===== config.mk =====
export PLATFORM = sky130hd
export DESIGN_NAME = rsw_top
export DESIGN_NICKNAME = d
export VERILOG_FILES = /design/src/design/rsw_pkg.sv /design/src/design/rsw_mc_div.sv /design/src/design/rsw_top.sv
export VERILOG_INCLUDE_DIRS = /design/src /design/src/design
export SDC_FILE = /design/constraint.sdc
export NUM_CORES = 1
export LEC_CHECK = 0
export ABC_AREA = 1
export BUFFER_PORTS_ARGS = -buffer_cell sky130_fd_sc_hd__buf_4
export CAP_MARGIN = 30
export CORE_MARGIN = 2
export CORE_UTILIZATION = 45
export DETAILED_ROUTE_END_ITERATION = 10
export PLACE_DENSITY = 0.63
export SLEW_MARGIN = 20
export SYNTH_ARGS = -nofsm -noshare
export SYNTH_HDL_FRONTEND = slang
export SYNTH_HIERARCHICAL = 1
export SYNTH_SLANG_ARGS = --single-unit

===== constraint.sdc =====
create_clock -name clk_in -period 2.25 [get_ports clk_in]
set_input_delay 0.45 -clock clk_in [delete_from_list [all_inputs] [get_ports clk_in]]
set_output_delay 0.45 -clock clk_in [all_outputs]
set_load 0.01 [all_outputs]

===== src/design/rsw_cfg.svh =====
// Constants for the reset supervisor and watchdog.
`ifndef RSW_CFG_SVH
`define RSW_CFG_SVH
`define RSW_ADDR_W           8
`define RSW_DATA_W           8
`define RSW_SFR_POWER_CONTROL_REG         8'h87
`define RSW_SFR_RELOAD       8'hA6
`define RSW_SFR_KEY          8'hAE
`define RSW_SFR_USB_IRQ_ENABLE_REG         8'hF1
`define RSW_SFR_USB_IRQ_STATUS_REG        8'hF2
`define RSW_POWER_CONTROL_REG_LVR_DIS_BIT 5
`define RSW_USB_IRQ_ENABLE_REG_BUS_RESET_CPU_ENABLE_BIT    6
`define RSW_USB_IRQ_STATUS_REG_BUS_RESET_FLAG_BIT   6
`define RSW_KEY_DISABLE      8'h55
`define RSW_KEY_RESET        8'h00
`define RSW_RELOAD_MAX       7'h7E
`define RSW_WDT_W            22
`define RSW_RELOAD_W         7
`define RSW_OSC_PER_MC       12
`define RSW_CLK_MHZ          100
`define RSW_LVR_HOLD_MS      10
`define RSW_LVR_HOLD_CYC     (`RSW_LVR_HOLD_MS * 1000 * `RSW_CLK_MHZ)
`define RSW_WDT_PULSE_EXP    15
`define RSW_SE0_MIN          4
`endif


===== src/design/rsw_pkg.sv =====
// Types shared by the reset supervisor files.
package rsw_pkg;
  typedef enum logic [1:0] {
    RSW_RUN   = 2'b00,
    RSW_PULSE = 2'b01,
    RSW_HOLD  = 2'b11
  } rsw_wdt_state_t;
endpackage : rsw_pkg


===== src/design/rsw_mc_div.sv =====
// Machine cycle enable divider, one pulse every N clocks.
`timescale 1ns/1ns
module rsw_mc_div #(
  parameter int unsigned DIV = 12
) (
  input  wire logic clk_in,
  input  wire logic arst_n_in,
  output logic      tick_out
);
  typedef struct packed {
    logic [7:0] cnt;
    logic       tick;
  } rsw_div_st_t;
  rsw_div_st_t st_r;
  rsw_div_st_t st_nxt;

  always_comb begin
    st_nxt = st_r;
    st_nxt.tick = 1'b0;
    if (st_r.cnt == 8'(DIV - 1)) begin
      st_nxt.cnt  = 8'h00;
      st_nxt.tick = 1'b1;
    end else begin
      st_nxt.cnt = st_r.cnt + 8'h01;
    end
  end

  always_ff @(posedge clk_in or negedge arst_n_in) begin
    if (!arst_n_in) begin
      st_r <= '0;
    end else begin
      st_r <= st_nxt;
    end
  end

  assign tick_out = st_r.tick;
endmodule : rsw_mc_div


===== src/design/rsw_top.sv =====
// Reset supervisor: reset source merge, low supply hold, USB reset and watchdog.
`timescale 1ns/1ns
`include "rsw_cfg.svh"
module rsw_top
  import rsw_pkg::*;
#(
  parameter int unsigned LVR_HOLD_CYC = `RSW_LVR_HOLD_CYC,
  parameter int unsigned WDT_W        = `RSW_WDT_W,
  parameter int unsigned PULSE_EXP    = `RSW_WDT_PULSE_EXP,
  parameter int unsigned SE0_MIN      = `RSW_SE0_MIN
) (
  input  wire logic                   clk_in,
  input  wire logic                   arst_n_in,
  input  wire logic                   ext_reset_n_in,
  input  wire logic                   supply_low_in,
  input  wire logic                   usb_se0_in,
  input  wire logic                   sfr_wr_in,
  input  wire logic                   sfr_rd_in,
  input  wire logic [`RSW_ADDR_W-1:0] sfr_addr_in,
  input  wire logic [`RSW_DATA_W-1:0] sfr_wdata_in,
  output logic      [`RSW_DATA_W-1:0] sfr_rdata_out,
  output logic                        sys_reset_out,
  output logic                        plm_reset_n_out,
  output logic                        wdt_reset_out,
  output logic                        low_supply_reset_out,
  output logic                        bus_reset_flag_out
);
  import rsw_pkg::*;

  // Power-up enables the low supply reset; the bit disables it later when set and enables it again when cleared.
  typedef struct packed {
    logic                         lvr_dis;
    logic                         lvr_act;
    logic [31:0]                  lvr_cnt;
    logic [`RSW_DATA_W-1:0]       key;
    logic                         bus_reset_cpu_enable;
    logic                         bus_reset_flag;
    logic [3:0]                   se0_cnt;
    logic                         usb_rst;
    logic [WDT_W-1:0]             wdt;
    rsw_wdt_state_t               wst;
    logic                         wdt_rst;
    logic [PULSE_EXP-1:0]         pcnt;
    logic                         sys_rst;
    logic                         plm_rst_n;
    logic [`RSW_DATA_W-1:0]       rdata;
  } rsw_st_t;

  rsw_st_t st_r;
  rsw_st_t st_nxt;
  logic    mc_tick;
  logic    wdt_en;
  logic    key_wr;

  rsw_mc_div #(.DIV(`RSW_OSC_PER_MC)) u_div (
    .clk_in    (clk_in),
    .arst_n_in (arst_n_in),
    .tick_out  (mc_tick)
  );

  function automatic logic hit(input logic [`RSW_ADDR_W-1:0] a, input logic [`RSW_ADDR_W-1:0] b);
    hit = (a == b);
  endfunction : hit

  assign wdt_en = (st_r.key != `RSW_KEY_DISABLE);
  assign key_wr = sfr_wr_in && hit(sfr_addr_in, `RSW_SFR_KEY);

  always_comb begin
    st_nxt = st_r;
    // Power control bit; the low supply path has no idle or power-down gate.
    if (sfr_wr_in && hit(sfr_addr_in, `RSW_SFR_POWER_CONTROL_REG)) begin
      st_nxt.lvr_dis = sfr_wdata_in[`RSW_POWER_CONTROL_REG_LVR_DIS_BIT];
    end
    if (st_r.lvr_dis) begin
      st_nxt.lvr_act = 1'b0;
      st_nxt.lvr_cnt = 32'h0;
    end else if (supply_low_in) begin
      st_nxt.lvr_act = 1'b1;
      st_nxt.lvr_cnt = 32'h0;
    end else if (st_r.lvr_act) begin
      if (st_r.lvr_cnt >= LVR_HOLD_CYC - 1) begin
        st_nxt.lvr_act = 1'b0;
      end else begin
        st_nxt.lvr_cnt = st_r.lvr_cnt + 32'h1;
      end
    end

    // USB bus reset detection on machine cycle samples.
    if (sfr_wr_in && hit(sfr_addr_in, `RSW_SFR_USB_IRQ_ENABLE_REG)) begin
      st_nxt.bus_reset_cpu_enable = sfr_wdata_in[`RSW_USB_IRQ_ENABLE_REG_BUS_RESET_CPU_ENABLE_BIT];
    end
    if (sfr_wr_in && hit(sfr_addr_in, `RSW_SFR_USB_IRQ_STATUS_REG) && sfr_wdata_in[`RSW_USB_IRQ_STATUS_REG_BUS_RESET_FLAG_BIT]) begin
      st_nxt.bus_reset_flag = 1'b0;
    end
    st_nxt.usb_rst = 1'b0;
    if (!usb_se0_in) begin
      st_nxt.se0_cnt = 4'h0;
    end else if (mc_tick && st_r.se0_cnt != 4'hF) begin
      st_nxt.se0_cnt = st_r.se0_cnt + 4'h1;
    end
    if (st_r.se0_cnt >= 4'(SE0_MIN)) begin
      st_nxt.bus_reset_flag    = 1'b1;
      st_nxt.usb_rst = st_r.bus_reset_cpu_enable;
    end

    // Watchdog counter and pulse sequencer.
    case (st_r.wst)
      RSW_RUN: begin
        if (sfr_wr_in && hit(sfr_addr_in, `RSW_SFR_RELOAD)) begin
          st_nxt.wdt = {sfr_wdata_in[`RSW_RELOAD_W-1:0], {(WDT_W-`RSW_RELOAD_W){1'b0}}};
        end else if (mc_tick && wdt_en) begin
          if (&st_r.wdt) begin
            st_nxt.wdt  = '0;
            st_nxt.pcnt = '0;
            st_nxt.wst  = RSW_PULSE;
          end else begin
            st_nxt.wdt = st_r.wdt + 1'b1;
          end
        end
      end
      RSW_PULSE: begin
        if (mc_tick) begin
          if (&st_r.pcnt) begin
            st_nxt.wst = RSW_HOLD;
          end else begin
            st_nxt.pcnt = st_r.pcnt + 1'b1;
          end
        end
      end
      RSW_HOLD: begin
        st_nxt.wst = RSW_RUN;
      end
      default: begin
        st_nxt.wst = RSW_RUN;
      end
    endcase

    // Registered copy of the pulse state so the output comes from a flop.
    st_nxt.wdt_rst = (st_nxt.wst == RSW_PULSE);
    st_nxt.sys_rst = !ext_reset_n_in || st_r.lvr_act || st_r.usb_rst ||
                     (st_r.wst == RSW_PULSE);
    st_nxt.plm_rst_n = !st_nxt.sys_rst;

    // Internal reset restarts the watchdog cleared, and enabled unless a key write in the same cycle sets the key.
    if (st_r.sys_rst) begin
      st_nxt.key = `RSW_KEY_RESET;
      if (st_r.wst == RSW_RUN) begin
        st_nxt.wdt = '0;
      end
    end
    if (key_wr) begin
      st_nxt.key = sfr_wdata_in;
    end

    st_nxt.rdata = '0;
    if (sfr_rd_in) begin
      if (hit(sfr_addr_in, `RSW_SFR_KEY)) begin
        st_nxt.rdata = st_r.key;
      end else if (hit(sfr_addr_in, `RSW_SFR_POWER_CONTROL_REG)) begin
        st_nxt.rdata[`RSW_POWER_CONTROL_REG_LVR_DIS_BIT] = st_r.lvr_dis;
      end else if (hit(sfr_addr_in, `RSW_SFR_USB_IRQ_ENABLE_REG)) begin
        st_nxt.rdata[`RSW_USB_IRQ_ENABLE_REG_BUS_RESET_CPU_ENABLE_BIT] = st_r.bus_reset_cpu_enable;
      end else if (hit(sfr_addr_in, `RSW_SFR_USB_IRQ_STATUS_REG)) begin
        st_nxt.rdata[`RSW_USB_IRQ_STATUS_REG_BUS_RESET_FLAG_BIT] = st_r.bus_reset_flag;
      end
    end
  end

  always_ff @(posedge clk_in or negedge arst_n_in) begin
    if (!arst_n_in) begin
      st_r           <= '0;
      st_r.lvr_act   <= 1'b1;
      st_r.sys_rst   <= 1'b1;
      st_r.plm_rst_n <= 1'b0;
      st_r.wst       <= RSW_RUN;
    end else begin
      st_r <= st_nxt;
    end
  end

  assign sfr_rdata_out        = st_r.rdata;
  assign sys_reset_out        = st_r.sys_rst;
  assign plm_reset_n_out      = st_r.plm_rst_n;
  assign wdt_reset_out        = st_r.wdt_rst;
  assign low_supply_reset_out = st_r.lvr_act;
  assign bus_reset_flag_out   = st_r.bus_reset_flag;
endmodule : rsw_top


==> summary by stage, run 1 <==
Drt
The post-detailed-route count of antenna-violating nets is 0. The initial detailed-routing violation count is ~410. The detailed-route wire length per cell is 13.3 um. The number of vias in the routed layout is 5434.

The detail-routed via count per cell is ~5.0. The remaining routing DRC violations is 0. The number of iterations in the first detailed-routing pass is 6. Wires add up to ~14000 um.

Clock tree
The cell sitting at the root of the clock tree is a sky130_fd_sc_hd__clkbuf_16. The number of clock sinks is approximately 110. The TritonCTS clock tree is yes.

The clock-pin slew of the registers on the worst-case setup and hold paths is 70 ps. The clock reaches the later pin of the worst-skew pair after 360 ps. The number of hold buffers added after CTS is 1. In this run the post-CTS setup repair buffer count came out at 0. Counting the buffers created by CTS gives 9.

The number of gates resized after cts is 0. The largest buffer count on any clock path is 2. The H-tree was split into 3 levels.

Pwr
Of the total power, registers draw 0.503. The analysis attributes to cell leakage a power of roughly 3.4 nW. The power density of the placed cells is 545 mW/mm2. Of the total power, the share spent switching nets is 0.222. The power consumption is slightly below 4 mW. In this run the power spent charging and discharging nets is between 0.8 and 0.9 mW. Of the total power, combinational logic draws 0.036. The share of total power dissipated in the clock network is 0.461. Cell internal power was estimated by the tool at about 3 mW. IR analysis of the VDD net gives a maximum drop of around 0.00037 V.

Worst hold path
The type of the most critical hold path is in2reg. The worst hold path passes through 3 cells. The startpoint of the lowest-slack hold path is sfr_rd_in.

The endpoint of the worst hold path is sfr_rdata_out[6]$_DFF_PN0_.

Die
From left edge to right edge, the die measures approximately 120 um. The floorplan step defined a die boundary enclosing 0.0150 mm2. The starting utilization of the core area is 0.458.

The floorplan step defined a core boundary enclosing roughly 0.014 mm2. The standard-cell row count is 43. From bottom edge to top edge, the die measures 122 um. Pin placement for this block handled 36 I/O pins.

Logic synthesis
After synthesis, the share of flip-flops with an asynchronous set or reset is 1.00. sky130_fd_sc_hd__dfrtp_1 takes more of the synthesized area than any other cell. The share of the synthesized area in the top cell type is 0.420. Ranked by instance count, the synthesized netlist is headed by sky130_fd_sc_hd__nand2_1 (235), sky130_fd_sc_hd__dfrtp_1 (106), sky130_fd_sc_hd__inv_1 (103).

The share of the yosys chip area belonging to registers is 0.428. After synthesis, the mean cell area works out to between 7 and 8 um2. The count of unique library cells instantiated by Yosys is 36.

For this run, the number of Yosys warnings is 6. The post-synthesis instance total is between 800 and 900. The number of flops mapped to enable cells by yosys is 0. The cell with the most instances after synthesis is sky130_fd_sc_hd__nand2_1.

By area the synthesized netlist is led by sky130_fd_sc_hd__dfrtp_1 (42%), sky130_fd_sc_hd__nand2_1 (14%), sky130_fd_sc_hd__inv_1 (6.1%). Summing every instance area after synthesis gives roughly 0.0063 mm2. The predominant post-synthesis flop cell is sky130_fd_sc_hd__dfrtp_1. When the netlist entered floorplanning its net count stood at ~890.

The synthesized design contains 108 register bits.

Timing
At the pin with the least slew margin, the transition time is about 440 ps. The final hold violation count is 0. The final-report max-slew violation count is 0. The final count of negative-setup-slack endpoints is 0. Setup repair after global routing left no endpoint under its margin. Static timing analysis puts the maximum clock frequency at roughly 500 MHz.

The clock arrives with 8.71 ps of skew. Of the available clock period, the critical path in the final layout requires 0.881. The final sum of negative setup slack is 0 ps. The remaining max-slew budget at the tightest pin is 0.705.

The time the worst path needs with I/O delays and setup is about 2000 ps. The worst-case hold slack is about 340 ps.

Global route
After global routing the overflow that remains totals 0. Entering global routing, the biggest net connects 54 pins. The via count of the first global-routing pass is 5138. The total routing resource utilization after global routing is 0.204. The number of antenna violations at the first check in global routing was 0. The global-route wire length before repair is around 24000 um.

Cells and area
The number of antenna diodes in the final layout is 0. The layout overhead on the synthesized area is 12.4%. The utilization after layout is 0.515. Leaving out filler cells and counting taps, the final layout contains ~1100. The net total in the final layout is just over 900. In the final layout, the share of cells above drive strength 1 is 0.140.

Status
The flow ran to the end, and the final reports show no timing, DRC or antenna violations.

Worst setup path
The type of the worst setup path is reg2reg. The largest fanout of any net on the critical path is 34. In this run the worst setup path begins at st_r[65]$_DFFE_PN0P_. The reg2reg setup slack is about 270 ps. The nature of the critical path startpoint is a flip-flop. In this run the critical register-to-register path is captured at st_r[76]$_DFFE_PN0P_. The length in cells of the worst reg-to-reg path is 11.

The critical path arrival is 2230 ps. The endpoint kind of the worst setup timing path is a flip-flop. The critical path required time is around 2500 ps.

The startpoint identified for the worst register-to-register timing path is st_r[65]$_DFFE_PN0P_.

Placement
The final estimated routing congestion in global placement is roughly 0.87. The detailed-placement wirelength estimate is a little over 10000 um. After detailed placement, the design holds a cell count of between 1000 and 1500. The quantity of I/O buffers inserted on ports is 35.

Run
The tool flagged a number of max-cap violations equal to 0.
-- routing by layer --
layer,share of wire,global-route usage,up-vias
met5,0,0,-
met4,0.010,0.0445,0
met3,0.038,0.0465,14
met2,0.48,0.340,96
met1,0.48,0.273,2506
li1,-,-,2818
-- logic make-up (layout without fill, tap and decap cells) --
logic type / Yosys count / in the layout / synth area share
xor gates and xnor gates: 12 / 12 / 0.0166
and+or+nand+nor: 486 / 486 / 0.345
adders and majority gates: 5 / 5 / 0.00991
DFF: 108 / 108 / 0.428
AOI/OAI and AO/OA: 114 / 114 / 0.109
buffers and inverters: 132 / 172 / 0.0906
-- worst max-delay path by stage --
stage | end | slack, ps
global placement | st_r[76]$_DFFE_PN0P_ | 320
finish | st_r[76]$_DFFE_PN0P_ | 270
global route | st_r[67]$_DFFE_PN0P_ | 80
floorplan | st_r[77]$_DFFE_PN0P_ | 620
CTS | st_r[67]$_DFFE_PN0P_ | 280
detailed placement | st_r[67]$_DFFE_PN0P_ | 290
-- cells in the final DEF, fill, tap and decap left out, types with 2 or more instances in the layout --
master / netlist / final
sky130_fd_sc_hd__nand2_1: 235 / 235
sky130_fd_sc_hd__dfrtp_1: 106 / 106
sky130_fd_sc_hd__inv_1: 103 / 103
sky130_fd_sc_hd__nor2_1: 99 / 99
sky130_fd_sc_hd__nand3_1: 62 / 62
sky130_fd_sc_hd__o21ai_0: 47 / 47
sky130_fd_sc_hd__buf_4: 9 / 46
sky130_fd_sc_hd__nor3_1: 26 / 26
sky130_fd_sc_hd__o21ai_2: 24 / 24
sky130_fd_sc_hd__a21oi_1: 22 / 22
sky130_fd_sc_hd__nand4_1: 19 / 19
sky130_fd_sc_hd__xor2_1: 10 / 10
sky130_fd_sc_hd__o21ai_1: 9 / 9
sky130_fd_sc_hd__clkbuf_16: 0 / 9
sky130_fd_sc_hd__nor2_4: 8 / 8
sky130_fd_sc_hd__or2_2: 8 / 8
sky130_fd_sc_hd__nor2_2: 7 / 7
sky130_fd_sc_hd__nor4_1: 6 / 6
sky130_fd_sc_hd__nand3b_1: 5 / 5
sky130_fd_sc_hd__nand2_2: 5 / 5
sky130_fd_sc_hd__ha_1: 5 / 5
sky130_fd_sc_hd__o22ai_1: 4 / 4
sky130_fd_sc_hd__o21bai_1: 3 / 3
sky130_fd_sc_hd__clkinv_1: 3 / 3
sky130_fd_sc_hd__nand3_4: 2 / 2
sky130_fd_sc_hd__o211ai_1: 2 / 2
sky130_fd_sc_hd__nand3_2: 2 / 2
sky130_fd_sc_hd__nand2_4: 2 / 2
sky130_fd_sc_hd__xnor2_1: 2 / 2
sky130_fd_sc_hd__bufinv_16: 0 / 2
sky130_fd_sc_hd__clkinv_4: 0 / 2
sky130_fd_sc_hd__dfstp_2: 2 / 2
sky130_fd_sc_hd__buf_12: 0 / 2
-- worst max-delay path: stages, from the launching register on --
cell and delay [ps]:
sky130_fd_sc_hd__dfrtp_1 380, sky130_fd_sc_hd__ha_1 220, sky130_fd_sc_hd__nand3_2 120, sky130_fd_sc_hd__nor2_1 200
sky130_fd_sc_hd__o21ai_1 90, sky130_fd_sc_hd__nand2_1 80, sky130_fd_sc_hd__nand2_1 70, sky130_fd_sc_hd__nand2_2 160
sky130_fd_sc_hd__nand3_4 180, sky130_fd_sc_hd__buf_12 220, sky130_fd_sc_hd__nand2_1 90, sky130_fd_sc_hd__o21ai_2 50
-- final cells by class --
class                      instances  area, um2
fill                            1379       6670
inverter                         107        402
clock inverter                     6       96.3
tap                              180        225
sequential                       108       2710
timing repair buffer              49        395
clock buffer                      10        239
multi-input combinational        617       3040
-- metrics by stage --
stage / area [um2] / setup WS [ps]
2_1_floorplan: 6310 / 617
3_3_place_gp: 6750 / 316
3_5_place_dp: 6750 / 290
4_1_cts: 7100 / 275
5_1_grt: 7100 / 82.2
6_report: 7100 / 267
-- power groups by stage --
stage / Clock, mW / Combinational [mW] / Sequential [mW]
2_1_floorplan: 0 / 0.0382 / 1.99
3_3_place_gp: 0 / 0.141 / 1.99
3_5_place_dp: 0 / 0.141 / 1.99
4_1_cts: 1.83 / 0.142 / 1.95
5_1_grt: 1.91 / 0.157 / 1.95
6_report: 1.78 / 0.138 / 1.95
Power figures use the tool's default switching activity.
==> inputs of run 2 (changes only) <==
--- a/config.mk
+++ b/config.mk
@@ -12,7 +12,7 @@
 export CORE_MARGIN = 2
 export CORE_UTILIZATION = 45
 export DETAILED_ROUTE_END_ITERATION = 10
-export PLACE_DENSITY = 0.63
+export PLACE_DENSITY = 0.65
 export SLEW_MARGIN = 20
 export SYNTH_ARGS = -nofsm -noshare
 export SYNTH_HDL_FRONTEND = slang
==> constraint.sdc (replaced) <==
create_clock -name clk_in -period 1.7 [get_ports clk_in]
set_input_delay 0.34 -clock clk_in [delete_from_list [all_inputs] [get_ports clk_in]]
set_output_delay 0.34 -clock clk_in [all_outputs]
set_load 0.01 [all_outputs]
==> summary by stage, run 2 (same netlist as run 1, synthesis figures left out) <==
Cells and area
The fraction of layout instances using a drive strength above 1 is 0.234 (+0.0932). The layout overhead on the synthesized area is 24.1%. The net total in the final layout is 990 (+7.6%). The leading cell type in the layout, fill and taps excluded is sky130_fd_sc_hd__nand2_1. The post-layout instance count excluding filler cells is 1147 (+6.5%). The count of filler cells inserted in the layout is 1323 (-4.1%). The library cells used most frequently in the layout, excluding fill and tap cells, are sky130_fd_sc_hd__nand2_1 (227), sky130_fd_sc_hd__buf_4 (108), sky130_fd_sc_hd__dfrtp_1 (105). The antenna diode instance count was 0 (unchanged).

Drt
The remaining routing DRC violations is 0 (unchanged). The detailed-route wire length per cell is 13.6 um (+2.4%). The final wirelength is 15600 um (+9.0%). The initial detailed-routing violation count is 467 (+13%). The detail-routed via count per cell is 5.10 (+1.1%). The number of iterations in the first detailed-routing pass is 7 (+1). The number of vias in the routed layout is 5848 (+7.6%).

The post-detailed-route count of antenna-violating nets is 0 (unchanged).

Timing
The final hold violation count came to 0 (unchanged). The remaining max-slew budget at the tightest pin was 0.719 (+0.0139). Setup repair after global routing could not meet its margin everywhere.

The worst-case hold slack is 214 ps (-122 ps). The final count of negative-setup-slack endpoints was 0 (unchanged). The final sum of negative setup slack is 0 ps (unchanged). The highest clock rate came to 604 MHz (+20%). The final worst clock skew is 9.18 ps (+0.467 ps). The time the worst path needs with I/O delays and setup is 1660 ps (-328 ps). The final-report max-slew violation count was 0 (unchanged). The fraction of the cycle the final worst path needs was 0.974 (+0.0924). The transition time at the pin with the least slew margin is 419 ps (-20.7 ps).

Placement
The detailed-placement wirelength estimate is 11000 um (+5.6%). The quantity of I/O buffers inserted on ports came to 35 (unchanged). The number of placed cells counting well taps is 1115 (+5.2%). The final estimated routing congestion in global placement is 0.946 (+8.3%).

Worst setup path
The endpoint identified for the worst register-to-register timing path is st_r[70]$_DFFE_PN0P_. The startpoint identified for the worst register-to-register timing path is st_r[65]$_DFFE_PN0P_. The length in cells of the worst reg-to-reg path is 11 (unchanged). The endpoint kind of the worst setup timing path is a flip-flop.

The worst setup path is launched from a flip-flop. The critical path arrival is 1910 ps (-320 ps). The largest fanout of any net on the critical path was 17 (-50%). The type of the worst setup path is reg2reg.

The reg2reg setup slack came to 40 ps (-220 ps). The critical path required time was 1950 ps (-540 ps).

Worst hold path
The cell depth of the worst min-delay path is 3 (unchanged). The endpoint of the worst hold path is sfr_rdata_out[6]$_DFF_PN0_. In this run the worst hold path is classified as in2reg. The startpoint of the lowest-slack hold path is sfr_rd_in.

Pwr
The leakage power summed over all cells is 3.72 nW (+11%). The power consumption came to 5.06 mW (+31%). The power density of the placed cells came to 646 mW/mm2 (+19%).

The maximum resistive drop on vdd is 0.000639 V (+73%).

Die
The full die area is 0.0150 mm2 (unchanged). The number of ports placed on the die boundary came to 36 (unchanged). The width of the die is 122 um (unchanged). The standard-cell row count came to 43 (unchanged).

The vertical die dimension came to 122 um (unchanged). The placeable core region is 0.0138 mm2 (unchanged). The starting utilization of the core area was 0.458 (unchanged).

Clock tree
The number of clock sinks is 108 (unchanged). The largest buffer count on any clock path is 2 (unchanged). TritonCTS built the clock tree.

The clock root buffer master is sky130_fd_sc_hd__clkbuf_16. The clock latency of the later-clocked register in the worst-skew pair is 360 ps (about the same). The number of buffers added by the clock tree synthesis step came to 9 (unchanged). The number of H-tree levels is 3 (unchanged). The clock-pin slew of the registers on the worst-case setup and hold paths was 80 ps (about the same).

Status
The run finished with clean final reports.

Global route
The global-route wire length before repair is 25400 um (+4.5%). The remaining global-route overflow was 0 (unchanged). The total routing resource utilization after global routing came to 0.212 (+0.00731). The maximum number of pins on one net before global-route repair was 52 (-3.7%). The number of antenna violations at the first check in global routing is 0 (unchanged). The via count of the first global-routing pass was 5391 (+4.9%).

Run
The reported max-cap violation count is 0 (unchanged).
-- run 2: layer usage --
layer / wire (um) / global-route usage
met5: 0 / 0
met4: 174 / 0.0546
met3: 539 / 0.0367
met1: 7320 / 0.287
met2: 7550 / 0.351
-- run 2: per-stage QoR --
stage | setup slack [ps] | cell area, um2 | utilization
after detailed placement | -66.3 | 7180 | 0.521
after global placement | -68.1 | 7180 | 0.521
after CTS | 6.17 | 7530 | 0.547
after global routing | -73.4 | 7830 | 0.569
final | 44.8 | 7830 | 0.569
after floorplan | 66.6 | 6310 | -
-- run 2: repair_timing --
action                                  in CTS  in global routing
hold endpoints to repair                     7                  0
resized for setup                            2                 40
pin swaps                                    1                 15
endpoints found under the setup margin      16                 61
buffers inserted                             0                  9
gates cloned                                 0                  6
hold buffers                                 1                  0
-- run 2: cell type report --
cell class	instances	area, um2	area share
multi-input cells	620	3220	0.411
flip-flops and latches	108	2710	0.346
repair buffers	116	948	0.121
inverters	107	404	0.0516
clock buffers	9	225	0.0288
well taps	180	225	0.0288
clock inverters	7	103	0.0131
-- run 2: worst max path at each step --
stage                               startpoint                    to  slack (ps)  cells after the start
final                     st_r[65]$_DFFE_PN0P_  st_r[70]$_DFFE_PN0P_          40                     11
after global routing      st_r[65]$_DFFE_PN0P_  st_r[75]$_DFFE_PN0P_         -70                     11
after CTS                            flip-flop  st_r[12]$_DFFE_PN0P_           6                     10
after detailed placement        sfr_addr_in[7]             flip-flop         -70                     11
after global placement          sfr_addr_in[7]             flip-flop         -70                     11
after floorplan           st_r[65]$_DFFE_PN0P_  st_r[77]$_DFFE_PN0P_          70                     11
-- run 2: worst max-delay path, stage by stage, from the launching register on --
cell and delay (ps):
sky130_fd_sc_hd__dfrtp_1 370, sky130_fd_sc_hd__ha_2 220, sky130_fd_sc_hd__nand3_4 100, sky130_fd_sc_hd__nor2_4 110
sky130_fd_sc_hd__o21ai_1 70, sky130_fd_sc_hd__nand2_1 80, sky130_fd_sc_hd__nand2_2 50, sky130_fd_sc_hd__nand2_2 100
sky130_fd_sc_hd__nand3_4 130, sky130_fd_sc_hd__buf_12 190, sky130_fd_sc_hd__nand2_1 70, sky130_fd_sc_hd__o21ai_2 50
-- run 2: report_power, final --
part	total, mW	switching (mW)	leakage, nW	internal [mW]
clock	2.28	1.08	0.160	1.20
sequential	2.58	0.00336	1.36	2.57
combinational	0.203	0.129	2.20	0.0739
==> inputs of run 3 (changes only) <==
--- a/config.mk
+++ b/config.mk
@@ -9,10 +9,12 @@
 export ABC_AREA = 1
 export BUFFER_PORTS_ARGS = -buffer_cell sky130_fd_sc_hd__buf_4
 export CAP_MARGIN = 30
+export CELL_PAD_IN_SITES_DETAIL_PLACEMENT = 0
+export CELL_PAD_IN_SITES_GLOBAL_PLACEMENT = 2
 export CORE_MARGIN = 2
-export CORE_UTILIZATION = 45
+export CORE_UTILIZATION = 32
 export DETAILED_ROUTE_END_ITERATION = 10
-export PLACE_DENSITY = 0.65
+export PLACE_DENSITY = 0.76
 export SLEW_MARGIN = 20
 export SYNTH_ARGS = -nofsm -noshare
 export SYNTH_HDL_FRONTEND = slang
==> summary by stage, run 3 (same netlist as run 1, synthesis figures left out) <==
Timing
Setup repair after global routing could not meet its margin everywhere. The fraction of the cycle the final worst path needs is 0.978 (+0.00395). The least setup slack across all paths after layout is 38.1 ps (-6.71 ps).

The transition time at the pin with the least slew margin is 420 ps (+0.715 ps). The final sum of negative setup slack was 0 ps (unchanged). The final count of negative-setup-slack endpoints was 0 (unchanged).

The final worst clock skew is 9.54 ps (+0.363 ps). The time the worst path needs with I/O delays and setup is 1660 ps (+6.71 ps). The final-report max-slew violation count is 0 (unchanged). The remaining max-slew budget at the tightest pin was 0.717 (-0.00128). The highest clock rate is 602 MHz (-0.40%).

The final hold violation count is 0 (unchanged).

Cells and area
In the layout the commonest cells are sky130_fd_sc_hd__nand2_1 (217), sky130_fd_sc_hd__buf_4 (113), sky130_fd_sc_hd__dfrtp_1 (104). The fraction of layout instances using a drive strength above 1 is 0.260 (+0.0263). The leading cell type in the layout, fill and taps excluded is sky130_fd_sc_hd__nand2_1. The net total in the final layout was 996 (+0.61%). Compared with the post-synthesis result, the final layout area differs by 27.5%.

The antenna diode instance count was 0 (unchanged).

Die
The standard-cell row count is 51 (+19%). The vertical die dimension is 144 um (+18%). The placeable core region is 0.0194 mm2 (+41%).

The number of ports placed on the die boundary is 36 (unchanged). The width of the die is 144 um (+18%). The starting utilization of the core area is 0.325 (-0.133). The full die area is 0.0209 mm2 (+39%).

Clock tree
The number of H-tree levels is 3 (unchanged). The TritonCTS clock tree is yes. The number of clock sinks is 108 (unchanged). The clock latency of the later-clocked register in the worst-skew pair was 370 ps (about the same).

The number of buffers added by the clock tree synthesis step was 9 (unchanged). The clock-pin slew of the registers on the worst-case setup and hold paths is 80 ps (about the same). The largest buffer count on any clock path is 2 (unchanged). The clock root buffer master is sky130_fd_sc_hd__clkbuf_16.

Worst setup path
In this run the worst setup path terminates at st_r[20]$_DFFE_PN0P_. The worst setup path is launched from a flip-flop. In this run the critical register-to-register path is captured at st_r[20]$_DFFE_PN0P_.

The reg2reg setup slack is 40 ps (about the same). The largest fanout of any net on the critical path is 7 (-10). The length in cells of the worst reg-to-reg path is 10 (-1). The type of the worst setup path is reg2reg. STA classifies the critical path endpoint as a flip-flop. The critical path arrival was 1920 ps (about the same). The critical path required time is 1960 ps (about the same).

Drt
The detail-routed via count per cell is 4.65 (-8.9%). The number of vias in the routed layout is 5752 (-1.6%). The remaining routing DRC violations is 0 (unchanged). The final wirelength is 16900 um (+8.2%). The initial detailed-routing violation count was 263 (-44%). The post-detailed-route count of antenna-violating nets is 0 (unchanged). The number of iterations in the first detailed-routing pass was 4 (-3).

The detailed-route wire length per cell is 13.6 um (+0.22%).

Global route
The total routing resource utilization after global routing is 0.173 (-0.0390). The number of antenna violations at the first check in global routing was 0 (unchanged). The remaining global-route overflow is 0 (unchanged).

The global-route wire length before repair is 28100 um (+11%). The maximum number of pins on one net before global-route repair was 27 (-48%). The via count of the first global-routing pass is 5709 (+5.9%).

Run
The reported max-cap violation count was 0 (unchanged).

Pwr
The net switching component of the power came to 1.21 mW (-0.73%). The net switching share of the total power is 0.248 (+0.00729). The logic gate share of total power was 0.043 (+0.003). The share of power burned in the clock network came to 0.429 (-0.022). The power density of the placed cells is 606 mW/mm2 (-6.2%). The maximum resistive drop on vdd was 0.000440 V (-31%). The power share of the sequential group is 0.528 (+0.019). The leakage power summed over all cells was 3.73 nW (+0.40%). The internal power was 3.67 mW (-4.6%).

Placement
The detailed-placement wirelength estimate is 12400 um (+13%). The worst-case setup slack after placement is -133 ps (-66.2 ps). The quantity of I/O buffers inserted on ports came to 35 (unchanged). The final estimated routing congestion in global placement is 0.835 (-12%).

Status
The run finished with clean final reports.

Worst hold path
The worst hold path belongs to the class in2reg.
[run 3: critical path: stages, from the launching register on]
cell and delay (ps):
sky130_fd_sc_hd__dfrtp_1 380, sky130_fd_sc_hd__ha_2 220, sky130_fd_sc_hd__inv_4 60, sky130_fd_sc_hd__nor2_4 80, sky130_fd_sc_hd__nand2_2 70, sky130_fd_sc_hd__nor2_4 160, sky130_fd_sc_hd__nand3_4 150, sky130_fd_sc_hd__nand2_8 200
sky130_fd_sc_hd__nand2_8 90, sky130_fd_sc_hd__nand2_1 90, sky130_fd_sc_hd__o21ai_2 50
[run 3: layout make-up]
| type | count | area (um2) |
|---|---|---|
| Fill cell | 2085 | 11400 |
| Tap cell | 265 | 332 |
| Timing Repair Buffer | 122 | 1010 |
| Sequential cell | 108 | 2710 |
| Inverter | 107 | 407 |
| Clock buffer | 9 | 225 |
| Multi-Input combinational cell | 620 | 3310 |
| Clock inverter | 7 | 57.6 |
[run 3: stage by stage]
stage,power [mW],hold WS [ps],utilization,std cells,area [um2]
floorplan,2.68,44.4,-,857,6310
global placement,2.84,283,0.384,1215,7450
detailed placement,2.84,281,0.384,1215,7450
CTS,4.97,191,0.402,1235,7800
global route,5.08,225,0.415,1238,8050
finish,4.88,207,0.415,1238,8050
[run 3: worst min path at each step]
stage | from | to | slack [ps] | cells past startpoint
2_1_floorplan | arst_n_in | async pin | 40 | 0
3_3_place_gp | arst_n_in | sfr_rdata_out[7]$_DFF_PN0_ | 280 | 1
3_5_place_dp | arst_n_in | sfr_rdata_out[7]$_DFF_PN0_ | 280 | 1
4_1_cts | sfr_wdata_in[6] | st_r[56]$_DFFE_PN0P_ | 190 | 3
5_1_grt | sfr_wdata_in[7] | st_r[64]$_DFFE_PN0P_ | 230 | 3
6_report | sfr_wdata_in[6] | st_r[56]$_DFFE_PN0P_ | 210 | 3
[run 3: per-layer routing]
metal,vias to the layer above,wire length (um),track usage
met1,2692,7710,0.217
met5,-,0,0
li1,2984,-,-
met2,62,8510,0.307
met4,0,220,0.0480
met3,14,415,0.0272
[run 3: what timing repair did]
action	4_1_cts	5_1_grt
endpoints found under the hold margin	18	0
gates resized for setup	7	68
buffers inserted	2	1
cloned	1	2
pin swaps	1	14
hold buffers	1	0
endpoints found under the setup margin	36	67
[run 3: power by group through the flow]
stage | Clock, mW | Sequential (mW) | Combinational, mW
2_1_floorplan | 0 | 2.63 | 0.0505
3_3_place_gp | 0 | 2.63 | 0.214
3_5_place_dp | 0 | 2.63 | 0.213
4_1_cts | 2.18 | 2.58 | 0.215
5_1_grt | 2.27 | 2.58 | 0.235
6_report | 2.09 | 2.58 | 0.210
